<file path="src/rx_desc_pkg.sv">
// package of constants and carriers for the receive descriptor split, fetch and write-back block
// Functional notes
// - header_length is a 10-bit count of bytes parsed as header.
// - when splitting, the first header_length bytes go to buffer 0.
// - header_length is meaningful only in split packet mode, else zero.
// - packet types not eligible for split are posted linearly across buffers.
// - types 1h and 5h split after layer 3 only when fragmented.
// - type 2h splits after layer 4 unfragmented, else behaves as type 1h.
// - type 3h splits after layer 3 when IPv4 or IPv6 shows fragmentation.
// - types 4h and 6h split after layer 4 unfragmented, else as 3h or 5h.
// - types 7h and 8h split after layer 5 unfragmented, else as 1h.
// - types 9h and Ah split after layer 5 unfragmented, else as 3h.
// - types Bh and Ch split after layer 5 without fragment header, else as 5h.
// - a fragmented IPv6 header ends at its fragment extension header.
// - no parsing offload gives packet type zero; split mode keeps type valid.
// - up to 64 descriptors held on chip; fetch a cache line per burst (the code fetches up to the free space, up to 64 per burst).
// - empty store fetches as soon as software makes any descriptor available.
// - prefetch at threshold only with enough host descriptors and nothing pending.
// - partial fetch allowed when it leaves the next fetch cache-line aligned.
// - never read a descriptor at or beyond the tail pointer.
// - used 16-byte descriptors write back on threshold, ring end, timer, flush.
// - write-back threshold triggers regardless of cache-line alignment.
// - on timer expiry all used descriptors are written before the interrupt; expiry mid write-back interrupts at its end, ones used in it unwritten.
// - writing packet_delay_timer with top bit set forces a flush.
// - split format only with extended_status_enable and descriptor_type 01b.
// - header_split_done in bit 15 of header status when header was split.
package rx_desc_pkg;

	// ==========================================================
	// register map (byte offsets)
	localparam logic [7:0] ctrl_off        = 8'h00;
	localparam logic [7:0] thresh_off      = 8'h04;
	localparam logic [7:0] delay_off       = 8'h08;
	localparam logic [7:0] tail_off        = 8'h0c;
	localparam logic [7:0] status_off      = 8'h10;
	localparam logic [7:0] parse_in_off    = 8'h14;
	localparam logic [7:0] parse_out_off   = 8'h18;
	localparam logic [7:0] ring_len_off    = 8'h1c;

	// ==========================================================
	// field positions and widths
	localparam int         ext_status_bit  = 0;
	localparam int         parse_en_bit    = 1;
	localparam int         dtyp_lsb        = 2;
	localparam int         flush_bit       = 31;
	localparam int         split_done_bit  = 15;
	localparam int         ptr_w           = 8;
	localparam int         cnt_w           = 7;
	localparam logic [1:0] dtyp_split      = 2'h1;
	localparam logic [6:0] store_depth     = 7'h40;
	localparam logic [6:0] line_descs      = 7'h04;
	localparam logic [7:0] ring_len_rst    = 8'h80;
	localparam logic [5:0] thresh_rst      = 6'h00;

	// packet type codes
	localparam logic [3:0] pt_l2           = 4'h0;
	localparam logic [3:0] pt_v4           = 4'h1;
	localparam logic [3:0] pt_v4_l4        = 4'h2;
	localparam logic [3:0] pt_v4v6         = 4'h3;
	localparam logic [3:0] pt_v4v6_l4      = 4'h4;
	localparam logic [3:0] pt_v6           = 4'h5;
	localparam logic [3:0] pt_v6_l4        = 4'h6;
	localparam logic [3:0] pt_v4_iscsi     = 4'h7;
	localparam logic [3:0] pt_v4_nfs       = 4'h8;
	localparam logic [3:0] pt_v4v6_iscsi   = 4'h9;
	localparam logic [3:0] pt_v4v6_nfs     = 4'ha;
	localparam logic [3:0] pt_v6_iscsi     = 4'hb;
	localparam logic [3:0] pt_v6_nfs       = 4'hc;

	typedef struct packed {
		logic       v4_frag;
		logic       v6_frag;
		logic [9:0] l3_end;
		logic [9:0] l4_end;
		logic [9:0] l5_end;
		logic [9:0] v6_frag_end;
		logic [3:0] ptype;
	} parse_info_t;

	typedef struct packed {
		logic       split_done;
		logic [3:0] ptype;
		logic [9:0] header_length;
	} split_result_t;

	typedef struct packed {
		logic           req;
		logic           write;
		logic [7:0]     index;
		logic [cnt_w-1:0] count;
	} host_req_t;

endpackage

</file>
<file path="src/rx_desc_engine.sv">
// receive descriptor split classifier, fetch scheduler and write-back packer
`timescale 1ns/1ps
module rx_desc_engine
	import rx_desc_pkg::*;
(
	input  wire logic        pclk,
	input  wire logic        presetn,
	input  wire logic        psel,
	input  wire logic        penable,
	input  wire logic        pwrite,
	input  wire logic [7:0]  paddr,
	input  wire logic [31:0] pwdata,
	output logic      [31:0] prdata,
	output logic             pready,
	output logic             pslverr,
	input  wire logic        desc_used,
	input  wire logic        timer_expired,
	input  wire logic        other_pending,
	input  wire logic        host_done,
	output host_req_t        host_req,
	output logic             rx_interrupt
);

	// ==========================================================
	// apb decode
	logic        wr_en;
	logic        rd_en;
	logic        hit_ctrl;
	logic        hit_thresh;
	logic        hit_delay;
	logic        hit_tail;
	logic        hit_status;
	logic        hit_pin;
	logic        hit_pout;
	logic        hit_rlen;
	logic        mapped;
	assign hit_ctrl   = (paddr == ctrl_off);
	assign hit_thresh = (paddr == thresh_off);
	assign hit_delay  = (paddr == delay_off);
	assign hit_tail   = (paddr == tail_off);
	assign hit_status = (paddr == status_off);
	assign hit_pin    = (paddr == parse_in_off);
	assign hit_pout   = (paddr == parse_out_off);
	assign hit_rlen   = (paddr == ring_len_off);
	assign mapped     = hit_ctrl | hit_thresh | hit_delay | hit_tail | hit_status
		| hit_pin | hit_pout | hit_rlen;
	// access phase completes in one cycle; pready is registered so it rises on the second
	assign wr_en = psel & penable & pwrite & pready;
	assign rd_en = psel & ~penable & ~pwrite;

	// ==========================================================
	// software state
	logic [31:0] ctrl_reg;
	logic [31:0] thresh_reg;
	logic [ptr_w-1:0] tail_reg;
	logic [ptr_w-1:0] ring_len_reg;
	logic [31:0] parse_in_reg;
	logic        flush_reg;
	parse_info_t pinfo;
	logic [5:0]  prefetch_threshold;
	logic [5:0]  host_avail_threshold;
	logic [5:0]  writeback_threshold;
	logic        extended_status_enable;
	logic        parse_enable;
	logic [1:0]  descriptor_type;
	logic        split_mode;
	assign prefetch_threshold     = thresh_reg[5:0];
	assign host_avail_threshold   = thresh_reg[13:8];
	assign writeback_threshold    = thresh_reg[21:16];
	assign extended_status_enable = ctrl_reg[ext_status_bit];
	assign parse_enable           = ctrl_reg[parse_en_bit];
	assign descriptor_type        = ctrl_reg[dtyp_lsb+1:dtyp_lsb];
	assign split_mode = extended_status_enable & (descriptor_type == dtyp_split);

	// parse input word: frag flags and the selected layer end byte offsets; type comes from ctrl_reg[11:8]
	logic [9:0] end_l3;
	logic [9:0] end_l4;
	logic [9:0] end_l5;
	assign end_l3 = parse_in_reg[9:0];
	assign end_l4 = parse_in_reg[19:10];
	assign end_l5 = parse_in_reg[29:20];
	assign pinfo  = '{v4_frag: parse_in_reg[30], v6_frag: parse_in_reg[31],
		l3_end: end_l3, l4_end: end_l4, l5_end: end_l5,
		v6_frag_end: end_l3, ptype: ctrl_reg[11:8]};

	// ==========================================================
	// split classification
	logic       frag_any;
	logic       split_hit;
	logic [9:0] split_at;
	assign frag_any = pinfo.v4_frag | pinfo.v6_frag;
	always_comb begin
		split_hit = 1'b0;
		split_at  = pinfo.l3_end;
		unique case (pinfo.ptype)
			// single-stack types look only at their own header's fragment flag
			pt_v4: begin
				split_hit = pinfo.v4_frag;
			end
			pt_v6: begin
				split_hit = pinfo.v6_frag;
			end
			pt_v4_l4: begin
				split_hit = 1'b1;
				split_at  = pinfo.v4_frag ? pinfo.l3_end : pinfo.l4_end;
			end
			pt_v4v6: begin
				split_hit = frag_any;
			end
			pt_v4v6_l4: begin
				split_hit = 1'b1;
				split_at  = frag_any ? pinfo.l3_end : pinfo.l4_end;
			end
			pt_v6_l4: begin
				split_hit = 1'b1;
				split_at  = pinfo.v6_frag ? pinfo.l3_end : pinfo.l4_end;
			end
			pt_v4_iscsi, pt_v4_nfs: begin
				split_hit = 1'b1;
				split_at  = pinfo.v4_frag ? pinfo.l3_end : pinfo.l5_end;
			end
			pt_v4v6_iscsi, pt_v4v6_nfs: begin
				split_hit = 1'b1;
				split_at  = frag_any ? pinfo.l3_end : pinfo.l5_end;
			end
			pt_v6_iscsi, pt_v6_nfs: begin
				split_hit = 1'b1;
				split_at  = pinfo.v6_frag ? pinfo.v6_frag_end : pinfo.l5_end;
			end
			default: begin
				split_hit = 1'b0;
			end
		endcase
		if (pinfo.v6_frag && split_hit && split_at == pinfo.l3_end) begin
			split_at = pinfo.v6_frag_end;
		end
	end

	// buffer 0 receives header_length bytes; no split means linear posting from buffer 0
	split_result_t result_reg;
	split_result_t result_next;
	always_comb begin
		result_next               = '0;
		result_next.ptype         = parse_enable ? pinfo.ptype : pt_l2;
		if (split_mode && parse_enable && split_hit) begin
			result_next.split_done    = 1'b1;
			result_next.header_length = split_at;
		end
		if (!split_mode) begin
			result_next.header_length = 10'h000;
		end
	end

	// ==========================================================
	// descriptor ring pointers and counts
	logic [ptr_w-1:0] fetch_ptr_reg;
	logic [ptr_w-1:0] wb_ptr_reg;
	logic [cnt_w-1:0] onchip_reg;
	logic [cnt_w-1:0] used_reg;
	logic [ptr_w-1:0] host_avail;
	logic [cnt_w-1:0] space;
	logic [cnt_w-1:0] to_line;
	logic [cnt_w-1:0] fetch_cnt;
	logic [cnt_w-1:0] host_cap;
	logic             ring_end;
	logic             want_fetch;
	logic             want_wb;
	assign host_avail = (tail_reg >= fetch_ptr_reg) ? (tail_reg - fetch_ptr_reg)
		: (ptr_w'(ring_len_reg - fetch_ptr_reg) + tail_reg);
	assign space      = store_depth - onchip_reg;
	assign to_line    = line_descs - cnt_w'(fetch_ptr_reg[1:0]);
	assign host_cap   = (host_avail > ptr_w'(store_depth)) ? store_depth : host_avail[cnt_w-1:0];
	// fetch up to free space; trim so the following burst lands on a line boundary
	always_comb begin
		fetch_cnt = (host_cap < space) ? host_cap : space;
		if (host_cap > space && space > to_line) begin
			fetch_cnt = space - ((space - to_line) & (line_descs - 7'h01));
		end
	end
	assign ring_end   = desc_used && (wb_ptr_reg + ptr_w'(used_reg) == ring_len_reg - 8'h01);
	assign want_fetch = (host_avail != '0) && (space != '0) && (
		(onchip_reg == '0)
		|| ((onchip_reg <= cnt_w'(prefetch_threshold)) && !other_pending
			&& (host_avail >= ptr_w'(host_avail_threshold))));
	// write-back triggers, latched until served
	logic wb_pending_reg;
	logic wb_fire;
	assign wb_fire = (writeback_threshold != '0 && used_reg >= cnt_w'(writeback_threshold))
		|| ring_end || timer_expired || flush_reg;
	assign want_wb = (wb_fire || wb_pending_reg) && (used_reg != '0 || desc_used);

	// ==========================================================
	// host transfer sequencer
	typedef enum logic [1:0] {idle_st, fetch_st, wb_st} seq_state_t;
	seq_state_t state_reg;
	seq_state_t state_next;
	logic       int_pending_reg;
	always_comb begin
		state_next = state_reg;
		unique case (state_reg)
			idle_st: begin
				if (want_wb) begin
					state_next = wb_st;
				end else if (want_fetch) begin
					state_next = fetch_st;
				end
			end
			fetch_st, wb_st: begin
				if (host_done) begin
					state_next = idle_st;
				end
			end
		endcase
	end

	always_ff @(posedge pclk or negedge presetn) begin
		if (!presetn) begin
			state_reg       <= idle_st;
			host_req        <= '0;
			fetch_ptr_reg   <= '0;
			wb_ptr_reg      <= '0;
			onchip_reg      <= '0;
			used_reg        <= '0;
			wb_pending_reg  <= 1'b0;
			int_pending_reg <= 1'b0;
			rx_interrupt    <= 1'b0;
		end else begin
			state_reg    <= state_next;
			rx_interrupt <= 1'b0;
			// a finished write-back keeps only ring-end, timer and flush triggers of its own last cycle
			if (state_reg == wb_st && host_done) begin
				wb_pending_reg <= ring_end || timer_expired || flush_reg;
			end else if (wb_fire) begin
				wb_pending_reg <= 1'b1;
			end else if (state_reg == idle_st && used_reg == '0) begin
				wb_pending_reg <= 1'b0;
			end
			if (timer_expired || flush_reg) begin
				int_pending_reg <= 1'b1;
			end
			if (state_reg == idle_st && state_next == fetch_st) begin
				host_req <= '{req: 1'b1, write: 1'b0, index: fetch_ptr_reg, count: fetch_cnt};
			end else if (state_reg == idle_st && state_next == wb_st) begin
				host_req <= '{req: 1'b1, write: 1'b1, index: wb_ptr_reg,
					count: used_reg + cnt_w'(desc_used)};
			end else if (host_done) begin
				host_req.req <= 1'b0;
			end
			if (state_reg == fetch_st && host_done) begin
				onchip_reg    <= onchip_reg + host_req.count - cnt_w'(desc_used);
				fetch_ptr_reg <= ptr_w'((fetch_ptr_reg + ptr_w'(host_req.count))
					% ring_len_reg);
			end else if (desc_used && onchip_reg != '0) begin
				onchip_reg <= onchip_reg - 7'h01;
			end
			if (state_reg == wb_st && host_done) begin
				// descriptors used while the burst ran stay counted for the next one
				used_reg       <= used_reg + cnt_w'(desc_used) - host_req.count;
				wb_ptr_reg     <= ptr_w'((wb_ptr_reg + ptr_w'(host_req.count))
					% ring_len_reg);
				if (int_pending_reg) begin
					rx_interrupt    <= 1'b1;
					int_pending_reg <= timer_expired || flush_reg;
				end
			end else if (desc_used && state_reg != wb_st) begin
				used_reg <= used_reg + 7'h01;
			end else if (desc_used) begin
				used_reg <= used_reg + 7'h01;
			end
			if (int_pending_reg && state_reg == idle_st && !want_wb && used_reg == '0) begin
				rx_interrupt    <= 1'b1;
				int_pending_reg <= 1'b0;
			end
		end
	end

	// ==========================================================
	// apb registers
	logic [31:0] rd_mux;
	assign rd_mux = hit_ctrl   ? ctrl_reg
		: hit_thresh ? thresh_reg
		: hit_tail   ? {24'h000000, tail_reg}
		: hit_status ? {state_reg, 7'h00, used_reg, 1'b0, onchip_reg, fetch_ptr_reg}
		: hit_pin    ? parse_in_reg
		: hit_pout   ? {16'h0000, result_reg.split_done, 1'b0, result_reg.ptype,
			result_reg.header_length}
		: hit_rlen   ? {24'h000000, ring_len_reg}
		: 32'h00000000;

	always_ff @(posedge pclk or negedge presetn) begin
		if (!presetn) begin
			ctrl_reg     <= '0;
			thresh_reg   <= {26'h0000000, thresh_rst};
			tail_reg     <= '0;
			ring_len_reg <= ring_len_rst;
			parse_in_reg <= '0;
			flush_reg    <= 1'b0;
			result_reg   <= '0;
			prdata       <= '0;
			pready       <= 1'b0;
			pslverr      <= 1'b0;
		end else begin
			pready     <= psel & ~penable;
			pslverr    <= psel & ~penable & ~mapped;
			flush_reg  <= 1'b0;
			result_reg <= result_next;
			if (rd_en) begin
				prdata <= rd_mux;
			end
			if (wr_en && mapped) begin
				if (hit_ctrl) begin
					ctrl_reg <= pwdata;
				end
				if (hit_thresh) begin
					thresh_reg <= pwdata;
				end
				if (hit_delay) begin
					flush_reg <= pwdata[flush_bit];
				end
				if (hit_tail) begin
					tail_reg <= pwdata[ptr_w-1:0];
				end
				if (hit_pin) begin
					parse_in_reg <= pwdata;
				end
				if (hit_rlen) begin
					ring_len_reg <= pwdata[ptr_w-1:0];
				end
			end
		end
	end

endmodule

</file>
<file path="config.mk">
export PLATFORM = sky130hd
export DESIGN_NAME = rx_desc_engine
export DESIGN_NICKNAME = d
export VERILOG_FILES = /design/src/rx_desc_pkg.sv /design/src/rx_desc_engine.sv
export SDC_FILE = /design/constraint.sdc
export NUM_CORES = 1
export LEC_CHECK = 0
export BUFFER_PORTS_ARGS = -buffer_cell sky130_fd_sc_hd__buf_2
export CAP_MARGIN = 20
export CORE_MARGIN = 2
export CORE_UTILIZATION = 60
export CTS_CLUSTER_DIAMETER = 150
export DETAILED_ROUTE_END_ITERATION = 10
export PLACE_DENSITY = 0.77
export SETUP_SLACK_MARGIN = 0.3
export SLEW_MARGIN = 5
export SYNTH_ARGS = -nofsm -noshare
export SYNTH_HDL_FRONTEND = slang
export SYNTH_SLANG_ARGS = --single-unit
export TNS_END_PERCENT = 10
</file>
<file path="constraint.sdc">
create_clock -name pclk -period 29.6 [get_ports pclk]
set_clock_uncertainty 0.05 [all_clocks]
set_input_delay 7.4 -clock pclk [delete_from_list [all_inputs] [get_ports pclk]]
set_output_delay 7.4 -clock pclk [all_outputs]
set_load 0.1 [all_outputs]
</file>
==> metrics, run 1 <==
layout cell share with drive strength beyond 1=0.169; H-Tree Depth=1; fin nets=~2.2k; predominant post-synthesis flop cell=dfrtp_1; CTS resizes=0; max_cap viols=0; Top-Level Pins=101; worst reg2reg path startpoint=host_req[1]$_DFFE_PN0P_; Total Power=2.18 mW; global-route wire length before repair=~78000 um; most instantiated cells after synthesis=dfrtp_1 (213), ha_1 (171), inv_1 (158), nand2_1 (134), nor2_1 (130); reg-to-reg setup timing slack=approximately 14000 ps; Mapped Avg Cell Area=just over 9 um^2; final setup vio count=0; synth unique cells=86; status=completed; Least-Margin Pin Slew=1110 ps; Starting Density=0.612; Final Cycle Share=0.539; Vias=approximately 15k; max_slew headroom=0.258; cells after synthesis=around 1.9k; Yosys warning count=0; Layout Utilization=0.674; GR Util All Layers=0.326; RR Endpoint=wb_ptr_reg[5]$_DFFE_PN0P_; Final Hold Fails=0; largest net degree at the start of global routing=80; minimum clock period=15950 ps; Leak=9.02 nW; most frequent cell after synthesis=dfrtp_1; Post-synth EDFFs=0; Required @ worst endpoint=29970 ps; Seq/Total Area, Yosys=0.313; max-slew violations=0; Iteration-0 DRC Markers=1565; critical path capture point type=flip-flop; Yosys reg bits=214; Reg2Reg Depth=63; Most Frequent Cell on Critical Path=o21ai_0; Hold Crit Endpoint=int_pending_reg$_DFF_PN0_; FP Rows=61; CP Class=flip-flop to flip-flop; postcts setup bufs=0; clock sink count=214; cell depth of the worst hold path=1; CP Data Arrival Time=about 16000 ps; cts hold-fix bufs=0; fill cell count=around 2.3k; maximum clock insertion buffer count=3; Critical Path Fanout Max=11; CTS tree=built; syn nets=between 2k and 2.5k; vias per cell=approximately 6.4; P per Cell Area=between 100 and 150 mW/mm^2; Placer Congestion=a little under 1; Die Width=~170 um; full die area=0.0298 mm^2; initial antenna violation count=1; Setup TNS Final=0 ps; Yosys top cell area share=0.312; RSZ-0062 raised after global routing=no; area leader, netlist=dfrtp_1; number of global-route vias before repair=between 10k and 15k; Residual DRC=0; maximum clock frequency=around 63 MHz; drt first pass iters=8; CP peak stage delay=860 ps; worst skew pair latency=between 500 and 600 ps; WL/cell=21.2 um; Hold Path Class=flip-flop to flip-flop; Synth async-reset ratio=1.00; Crit-path slowest cell=o31ai_1; clk slew on worst S/H paths=roughly 60 ps; worst vdd ir=0.0000547 V; CTS root buf=clkbuf_16; total CTS buffers=23; Die Y=about 170 um; HP Start=int_pending_reg$_DFF_PN0_; Post-DRT Antenna Nets=0; hpwl dp=37100 um; ranking of synthesized cells by area=dfrtp_1 (31%), ha_1 (13%), mux2_2 (7.8%), inv_1 (3.5%), xnor2_1 (3.3%); WL final=49500 um; Startpoint Class=flip-flop; overflow left after global routing=0; synthesis-to-layout area growth=10.2%; placeable core region=between 0.02 and 0.03 mm^2; Mapped Area=around 0.017 mm^2; hold_ws=~430 ps; PortBufs=100
==> layer usage <==
| layer | track usage | part of all wire |
|---|---|---|
| met4 | 0.0953 | 0.030 |
| met5 | 0 | 0 |
| met1 | 0.456 | 0.43 |
| met2 | 0.520 | 0.45 |
| met3 | 0.0605 | 0.087 |
==> per-stage QoR <==
stage                     instances  area (um^2)  worst slack [ps]
after global placement         2289        18000             14140
after detailed placement       2289        18000             13360
after CTS                      2331        18800             13210
after floorplan                1859        17100             15380
final                          2335        18800             13650
after global routing           2335        18800             12060
==> cell usage in the layout, fill, tap and decap left out, types with 9 or more instances in the layout <==
cell type / synthesis / final
a222oi_1: 31 / 31
or3_1: 23 / 23
o21a_1: 46 / 46
nor3_1: 51 / 50
a21boi_0: 9 / 9
nor2_1: 130 / 129
xnor2_1: 65 / 65
and2_1: 17 / 17
o21ai_0: 94 / 94
a31oi_1: 15 / 15
nor2b_1: 11 / 11
xor2_1: 27 / 27
a22oi_1: 18 / 18
nand3_1: 29 / 29
mux2i_1: 32 / 32
a21o_1: 38 / 38
inv_1: 158 / 158
clkbuf_16: 0 / 23
mux2_2: 119 / 119
o22ai_1: 10 / 10
nand4_1: 11 / 11
ha_1: 171 / 171
fa_1: 16 / 16
o21bai_1: 15 / 15
a21oi_1: 111 / 111
a221oi_1: 12 / 12
buf_2: 2 / 99
nand2b_1: 15 / 15
buf_4: 1 / 22
a211oi_1: 19 / 19
and3_1: 17 / 17
o31ai_1: 12 / 12
nand2_1: 134 / 134
dfrtp_1: 213 / 213
o211ai_1: 12 / 12
==> worst max-delay path: cells and delay by family, from the launching register on <==
family | cells | cell delay [ps]
compound gates | 38 | 8920
xor+xnor | 1 | 150
fa+ha+maj | 9 | 2730
buf+inv | 3 | 590
flops | 1 | 490
mux | 5 | 1720
simple gates | 7 | 1200
==> logic make-up after synthesis <==
logic type | Yosys count | synth area share
buffers and inverters | 228 | 0.0509
XOR/XNOR | 92 | 0.0472
flip-flops | 214 | 0.313
AO/OA/AOI/OAI | 505 | 0.207
AND/OR/NAND/NOR | 476 | 0.132
multiplexers | 157 | 0.105
adder cells (fa/ha/maj) | 187 | 0.144
==> cell type report <==
type                            instances  area (um^2)  share of cell area
Inverter                              159          597              0.0317
Antenna cell                            1         2.50            0.000133
Sequential cell                       214         5360               0.285
Tap cell                              378          473              0.0251
Timing Repair Buffer                  124          708              0.0376
Clock inverter                         12          149             0.00791
Clock buffer                           30          652              0.0346
Multi-Input combinational cell       1417        10900               0.578
==> worst max-delay path by stage <==
stage	end	from	slack (ps)	depth (start not counted)
floorplan	wb_ptr_reg[7]$_DFFE_PN0P_	host_req[1]$_DFFE_PN0P_	15380	65
global placement	wb_ptr_reg[5]$_DFFE_PN0P_	host_req[1]$_DFFE_PN0P_	14140	61
detailed placement	wb_ptr_reg[5]$_DFFE_PN0P_	host_req[1]$_DFFE_PN0P_	13360	61
CTS	wb_ptr_reg[5]$_DFFE_PN0P_	host_req[1]$_DFFE_PN0P_	13210	61
global route	wb_ptr_reg[5]$_DFFE_PN0P_	host_req[1]$_DFFE_PN0P_	12060	63
finish	wb_ptr_reg[5]$_DFFE_PN0P_	host_req[1]$_DFFE_PN0P_	13650	63
==> power breakdown <==
group          leakage, nW  total (mW)  switching [mW]  internal (mW)
clock                0.391       0.303           0.127          0.176
combinational         5.85        1.47           0.880          0.588
sequential            2.78       0.405          0.0756          0.330
total                 9.02        2.18            1.08           1.09
Note: power is estimated with default switching activity, not from simulation.
==> inputs of run 2 (changes only) <==
==> constraint.sdc (replaced) <==
create_clock -name pclk -period 16.7 [get_ports pclk]
set_clock_uncertainty 0.05 [all_clocks]
set_input_delay 4.175 -clock pclk [delete_from_list [all_inputs] [get_ports pclk]]
set_output_delay 4.175 -clock pclk [all_outputs]
set_load 0.1 [all_outputs]
==> metrics, run 2 (synthesis results as in run 1) <==
Critical Path Fanout Max=14; Final Hold Fails=0; CTS root buf=clkbuf_16; overflow left after global routing=0; Die Y=173 um; total CTS buffers=22; final setup vio count=0; reg-to-reg setup timing slack=1560 ps; Int Pwr=approximately 1.9 mW; fin nets=around 2.2k; Hold Path Class=flip-flop to flip-flop; Die Width=between 150 and 200 um; RR Endpoint=wb_ptr_reg[5]$_DFFE_PN0P_; number of global-route vias before repair=approximately 15k; area occupied by multi-input gates=0.0109 mm^2; CP Class=flip-flop to flip-flop; Crit-path slowest cell=o31ai_2; Sw Pwr=1.92 mW; P per Cell Area=204 mW/mm^2; CTS tree=built; CP endpoint=wb_ptr_reg[5]$_DFFE_PN0P_; GR Util All Layers=0.331; WL/cell=around 21 um; fill cell count=2318; Residual DRC=0; Placer Congestion=~0.96; global-route wire length before repair=79500 um; critical path capture point type=flip-flop; vias per cell=between 6 and 7; final instance area=0.0187 mm^2; drt first pass iters=6; maximum clock insertion buffer count=3; Total Power=between 3 and 4 mW; synthesis-to-layout area growth=9.40%; worst vdd ir=0.0000983 V; Reg2Reg Depth=around 60; post-placement cell area=0.0180 mm^2; layout cell share with drive strength beyond 1=0.167; Iteration-0 DRC Markers=1490; maximum clock frequency=about 66 MHz; full die area=0.0298 mm^2; hold_ws=between 400 and 500 ps; minimum clock period=between 15000 and 20000 ps; Layout Utilization=0.669; WL final=49500 um; worst reg2reg path startpoint=wb_ptr_reg[1]$_DFFE_PN0P_; pre-CTS setup slack=just over 600 ps; Finished Layout Cells=about 2.3k; max-slew violations=0; worst skew pair latency=between 500 and 600 ps; initial antenna violation count=1; Post-DRT Antenna Nets=0; switch share=0.504; placeable core region=between 0.02 and 0.03 mm^2; Vias=14.9k; register area=between 0.005 and 0.006 mm^2; CP Data Arrival Time=about 16000 ps; Starting Density=0.612; placed cell count=approximately 2.3k; FP Rows=61; PortBufs=100; most frequent cells in the layout=dfrtp_1 (213), ha_1 (171), inv_1 (158); power share of the sequential group=0.186; RSZ-0062 raised after global routing=yes; hpwl dp=about 38000 um; Final Cycle Share=0.907; CP startpoint=wb_ptr_reg[1]$_DFFE_PN0P_; final setup margin=between 1500 and 2000 ps; Setup TNS Final=0 ps; clk slew on worst S/H paths=approximately 60 ps; Leak=about 9 nW; Least-Margin Pin Slew=1110 ps; status=completed; Clock power frac=0.123; H-Tree Depth=1; CP peak stage delay=~540 ps; largest net degree at the start of global routing=between 70 and 80; commonest non-fill, non-tap cell in the layout=dfrtp_1; max_cap viols=0; clock sink count=~210; Gate power share=0.691; Required @ worst endpoint=around 17000 ps; max_slew headroom=0.258; Top-Level Pins=about 100; Startpoint Class=flip-flop
run 2: cell types whose count changed in the layout (fill, tap and decap cells not counted), sizes merged:
cell	previous run	this run
clkbuf	31	33
clkinv	6	4
bufinv	2	0
clkinvlp	2	1
inv	161	160
buf	123	122
run 2: worst min-delay path by stage:
stage                                          from                         to  slack, ps  depth (start not counted)
final                     int_pending_reg$_DFF_PN0_  int_pending_reg$_DFF_PN0_        440                          1
after global routing       ctrl_reg[27]$_DFFE_PN0P_   ctrl_reg[27]$_DFFE_PN0P_        460                          1
after CTS                 int_pending_reg$_DFF_PN0_  int_pending_reg$_DFF_PN0_        430                          1
after detailed placement  int_pending_reg$_DFF_PN0_  int_pending_reg$_DFF_PN0_        420                          1
after global placement    int_pending_reg$_DFF_PN0_  int_pending_reg$_DFF_PN0_        410                          1
after floorplan           int_pending_reg$_DFF_PN0_  int_pending_reg$_DFF_PN0_        390                          1
run 2: what timing repair did:
action | in CTS | in global routing
resized for setup | 0 | 8
setup endpoints to repair | 0 | 16
setup buffers | 0 | 2
hold endpoints to repair | 0 | 0
hold buffers | 0 | 0
run 2: worst max-delay path: cells and delay by family, from the launching register on:
kind	cells	cell delay, ps
buf+inv	1	60
simple gates	7	1130
mux	5	1760
flops	1	510
xor+xnor	1	140
compound gates	38	8720
fa+ha+maj	9	2660
run 2: per-layer routing:
| metal | global-route usage | vias to the layer above | share of wire |
|---|---|---|---|
| li1 | - | 6934 | - |
| met1 | 0.470 | 7223 | 0.43 |
| met2 | 0.525 | 671 | 0.45 |
| met3 | 0.0589 | 99 | 0.088 |
| met4 | 0.0883 | 0 | 0.025 |
| met5 | 0 | - | 0 |
run 2: cell type report:
| cell class | instances | share of cell area |
|---|---|---|
| Inverter | 159 | 0.0319 |
| Tap cell | 378 | 0.0253 |
| Clock inverter | 6 | 0.00274 |
| Multi-Input combinational cell | 1417 | 0.584 |
| Timing Repair Buffer | 122 | 0.0361 |
| Clock buffer | 33 | 0.0333 |
| Sequential cell | 214 | 0.287 |
| Antenna cell | 1 | 0.000134 |
run 2: power by group through the flow:
stage | sequential, mW | clock (mW) | combinational [mW]
after global routing | 0.713 | 0.499 | 2.91
final | 0.708 | 0.469 | 2.64
after floorplan | 0.884 | 0 | 1.84
after CTS | 0.703 | 0.473 | 2.60
after detailed placement | 0.712 | 0 | 2.58
after global placement | 0.708 | 0 | 2.53
==> inputs of run 3 (changes only) <==
--- a/config.mk
+++ b/config.mk
@@ -5,8 +5,9 @@
 export SDC_FILE = /design/constraint.sdc
 export NUM_CORES = 1
 export LEC_CHECK = 0
+export ABC_AREA = 1
 export BUFFER_PORTS_ARGS = -buffer_cell sky130_fd_sc_hd__buf_2
-export CAP_MARGIN = 20
+export CAP_MARGIN = 15
 export CORE_MARGIN = 2
 export CORE_UTILIZATION = 60
 export CTS_CLUSTER_DIAMETER = 150
==> constraint.sdc (replaced) <==
create_clock -name pclk -period 14.3 [get_ports pclk]
set_clock_uncertainty 0.05 [all_clocks]
set_input_delay 3.575 -clock pclk [delete_from_list [all_inputs] [get_ports pclk]]
set_output_delay 3.575 -clock pclk [all_outputs]
set_load 0.1 [all_outputs]
==> metrics, run 3 <==
most frequent cells in the layout=nand2_1 (580), inv_1 (377), o21ai_0 (213), dfrtp_1 (213), ha_1 (171); CP peak stage delay=between 400 and 500 ps; postcts setup bufs=0; syn nets=2665; largest net degree at the start of global routing=84; Crit-path slowest cell=dfrtp_1; Starting Density=0.611; ranking of synthesized cells by area=dfrtp_1 (30%), nand2_1 (12%), ha_1 (12%), inv_1 (8.1%), o21ai_0 (6.1%); status=completed; Iteration-0 DRC Markers=1418; Yosys top cell area share=0.304; Required @ worst endpoint=~15000 ps; hpwl dp=approximately 40000 um; Vias=about 17k; minimum clock period=12480 ps; max_cap viols=0; Final Cycle Share=0.873; Hold Path Class=flip-flop to flip-flop; Synth async-reset ratio=1.00; vias per cell=5.80; Yosys reg bits=between 200 and 250; WL final=around 53000 um; Critical Path Fanout Max=12; CP top delay family=simple AND/OR/NAND/NOR gates; Residual DRC=0; final setup vio count=0; Top-Level Pins=a little over 100; CP Data Arrival Time=between 10000 and 15000 ps; Placer Congestion=between 0.9 and 1; fin nets=around 2.7k; Yosys warning count=0; drt first pass iters=6; WP buf/inv=15; most frequent cell after synthesis=nand2_1; register area=between 0.005 and 0.006 mm^2; Mapped Avg Cell Area=7.22 um^2; cells after synthesis=approximately 2.4k; max-slew violations=0; initial antenna violation count=1; layout cell share with drive strength beyond 1=0.0936; critical path capture point type=flip-flop; area leader, netlist=dfrtp_1; Most Frequent Cell on Critical Path=nand2_1; CP Class=flip-flop to flip-flop; Final Hold Fails=0; full die area=approximately 0.031 mm^2; Mapped Area=approximately 0.018 mm^2; Post-DRT Antenna Nets=0; Startpoint Class=flip-flop; most instantiated cells after synthesis=nand2_1 (580), inv_1 (377), dfrtp_1 (213), o21ai_0 (213), ha_1 (171); FP Rows=62; RSZ-0062 raised after global routing=no; fill cell count=2569; Setup TNS Final=0 ps; worst skew pair latency=550 ps; CTS root buf=clkbuf_16; synth unique cells=60; CTS resizes=0; clock sink count=214; maximum clock frequency=about 80 MHz; total CTS buffers=25; Least-Margin Pin Slew=around 1200 ps; Die Y=roughly 170 um; PortBufs=100; H-Tree Depth=1; clk slew on worst S/H paths=roughly 60 ps; cts hold-fix bufs=0; overflow left after global routing=0; Die Width=175 um; synthesis-to-layout area growth=9.78%; CTS tree=built; GR Util All Layers=0.346; WL/cell=18.2 um; area occupied by multi-input gates=around 0.010 mm^2; placeable core region=0.0287 mm^2; number of global-route vias before repair=approximately 16k; Post-synth EDFFs=0; max_slew headroom=0.230; maximum clock insertion buffer count=3; predominant post-synthesis flop cell=dfrtp_1; Seq/Total Area, Yosys=0.306; global-route wire length before repair=85000 um; commonest non-fill, non-tap cell in the layout=nand2_1
-- run 3: per-layer routing --
metal / GRT usage / vias to the layer above / part of all wire
met5: 0 / - / 0
met4: 0.141 / 0 / 0.044
met3: 0.0485 / 141 / 0.075
met2: 0.584 / 690 / 0.47
met1: 0.450 / 7980 / 0.41
li1: - / 8118 / -
-- run 3: worst reg2reg max path: cells and delay by family, from the launching register on --
kind	cells	cell delay (ps)
flops	1	470
compound gates	21	3780
simple gates	30	3990
buf+inv	15	1920
fa+ha+maj	7	2100
-- run 3: logic make-up after synthesis --
family,share of synthesized area
and+or+nand+nor,0.251
AOI/OAI and AO/OA,0.147
buffers and inverters,0.0972
DFF,0.306
adders and majority gates,0.140
xor gates and xnor gates,0.0365
muxes,0.0218
-- run 3: path summary, 6_finish.rpt --
path / startpoint / end / slack, ps / cells past startpoint
min in group asynchronous: presetn / pready$_DFF_PN0_ / 2960 / 1
min: prdata[7]$_DFFE_PN0P_ / prdata[7]$_DFFE_PN0P_ / 420 / 2
min reg2reg: prdata[7]$_DFFE_PN0P_ / prdata[7]$_DFFE_PN0P_ / 420 / 2
max in group asynchronous: presetn / used_reg[0]$_DFFE_PN0P_ / 9840 / 2
max reg2reg: ring_len_reg[6]$_DFFE_PN0P_ / fetch_ptr_reg[1]$_DFFE_PN0P_ / 1820 / 73
max: ring_len_reg[6]$_DFFE_PN0P_ / fetch_ptr_reg[1]$_DFFE_PN0P_ / 1820 / 73
-- run 3: through the flow --
step                      worst slack [ps]  hold slack [ps]  instance area (um^2)  std cells   util
after floorplan                       3240              399                 17500       2429      -
after global placement                2610              400                 18400       2870  0.641
after detailed placement              2050              414                 18400       2870  0.641
after CTS                             1990              427                 19200       2916  0.670
after global routing                   595              457                 19200       2916  0.670
final                                 1820              422                 19200       2917  0.671
-- run 3: cell type report --
cell class / count / area share
repair buffers: 115 / 0.0324
well taps: 384 / 0.0250
inverters: 385 / 0.0752
clock buffers: 39 / 0.0404
clock inverters: 7 / 0.00403
diodes: 1 / 0.000130
multi-input cells: 1772 / 0.545
flip-flops and latches: 214 / 0.278
Power of run 3 is not shown: default switching activity piles up to over one toggle a cycle in this logic, so the estimate is an artifact.
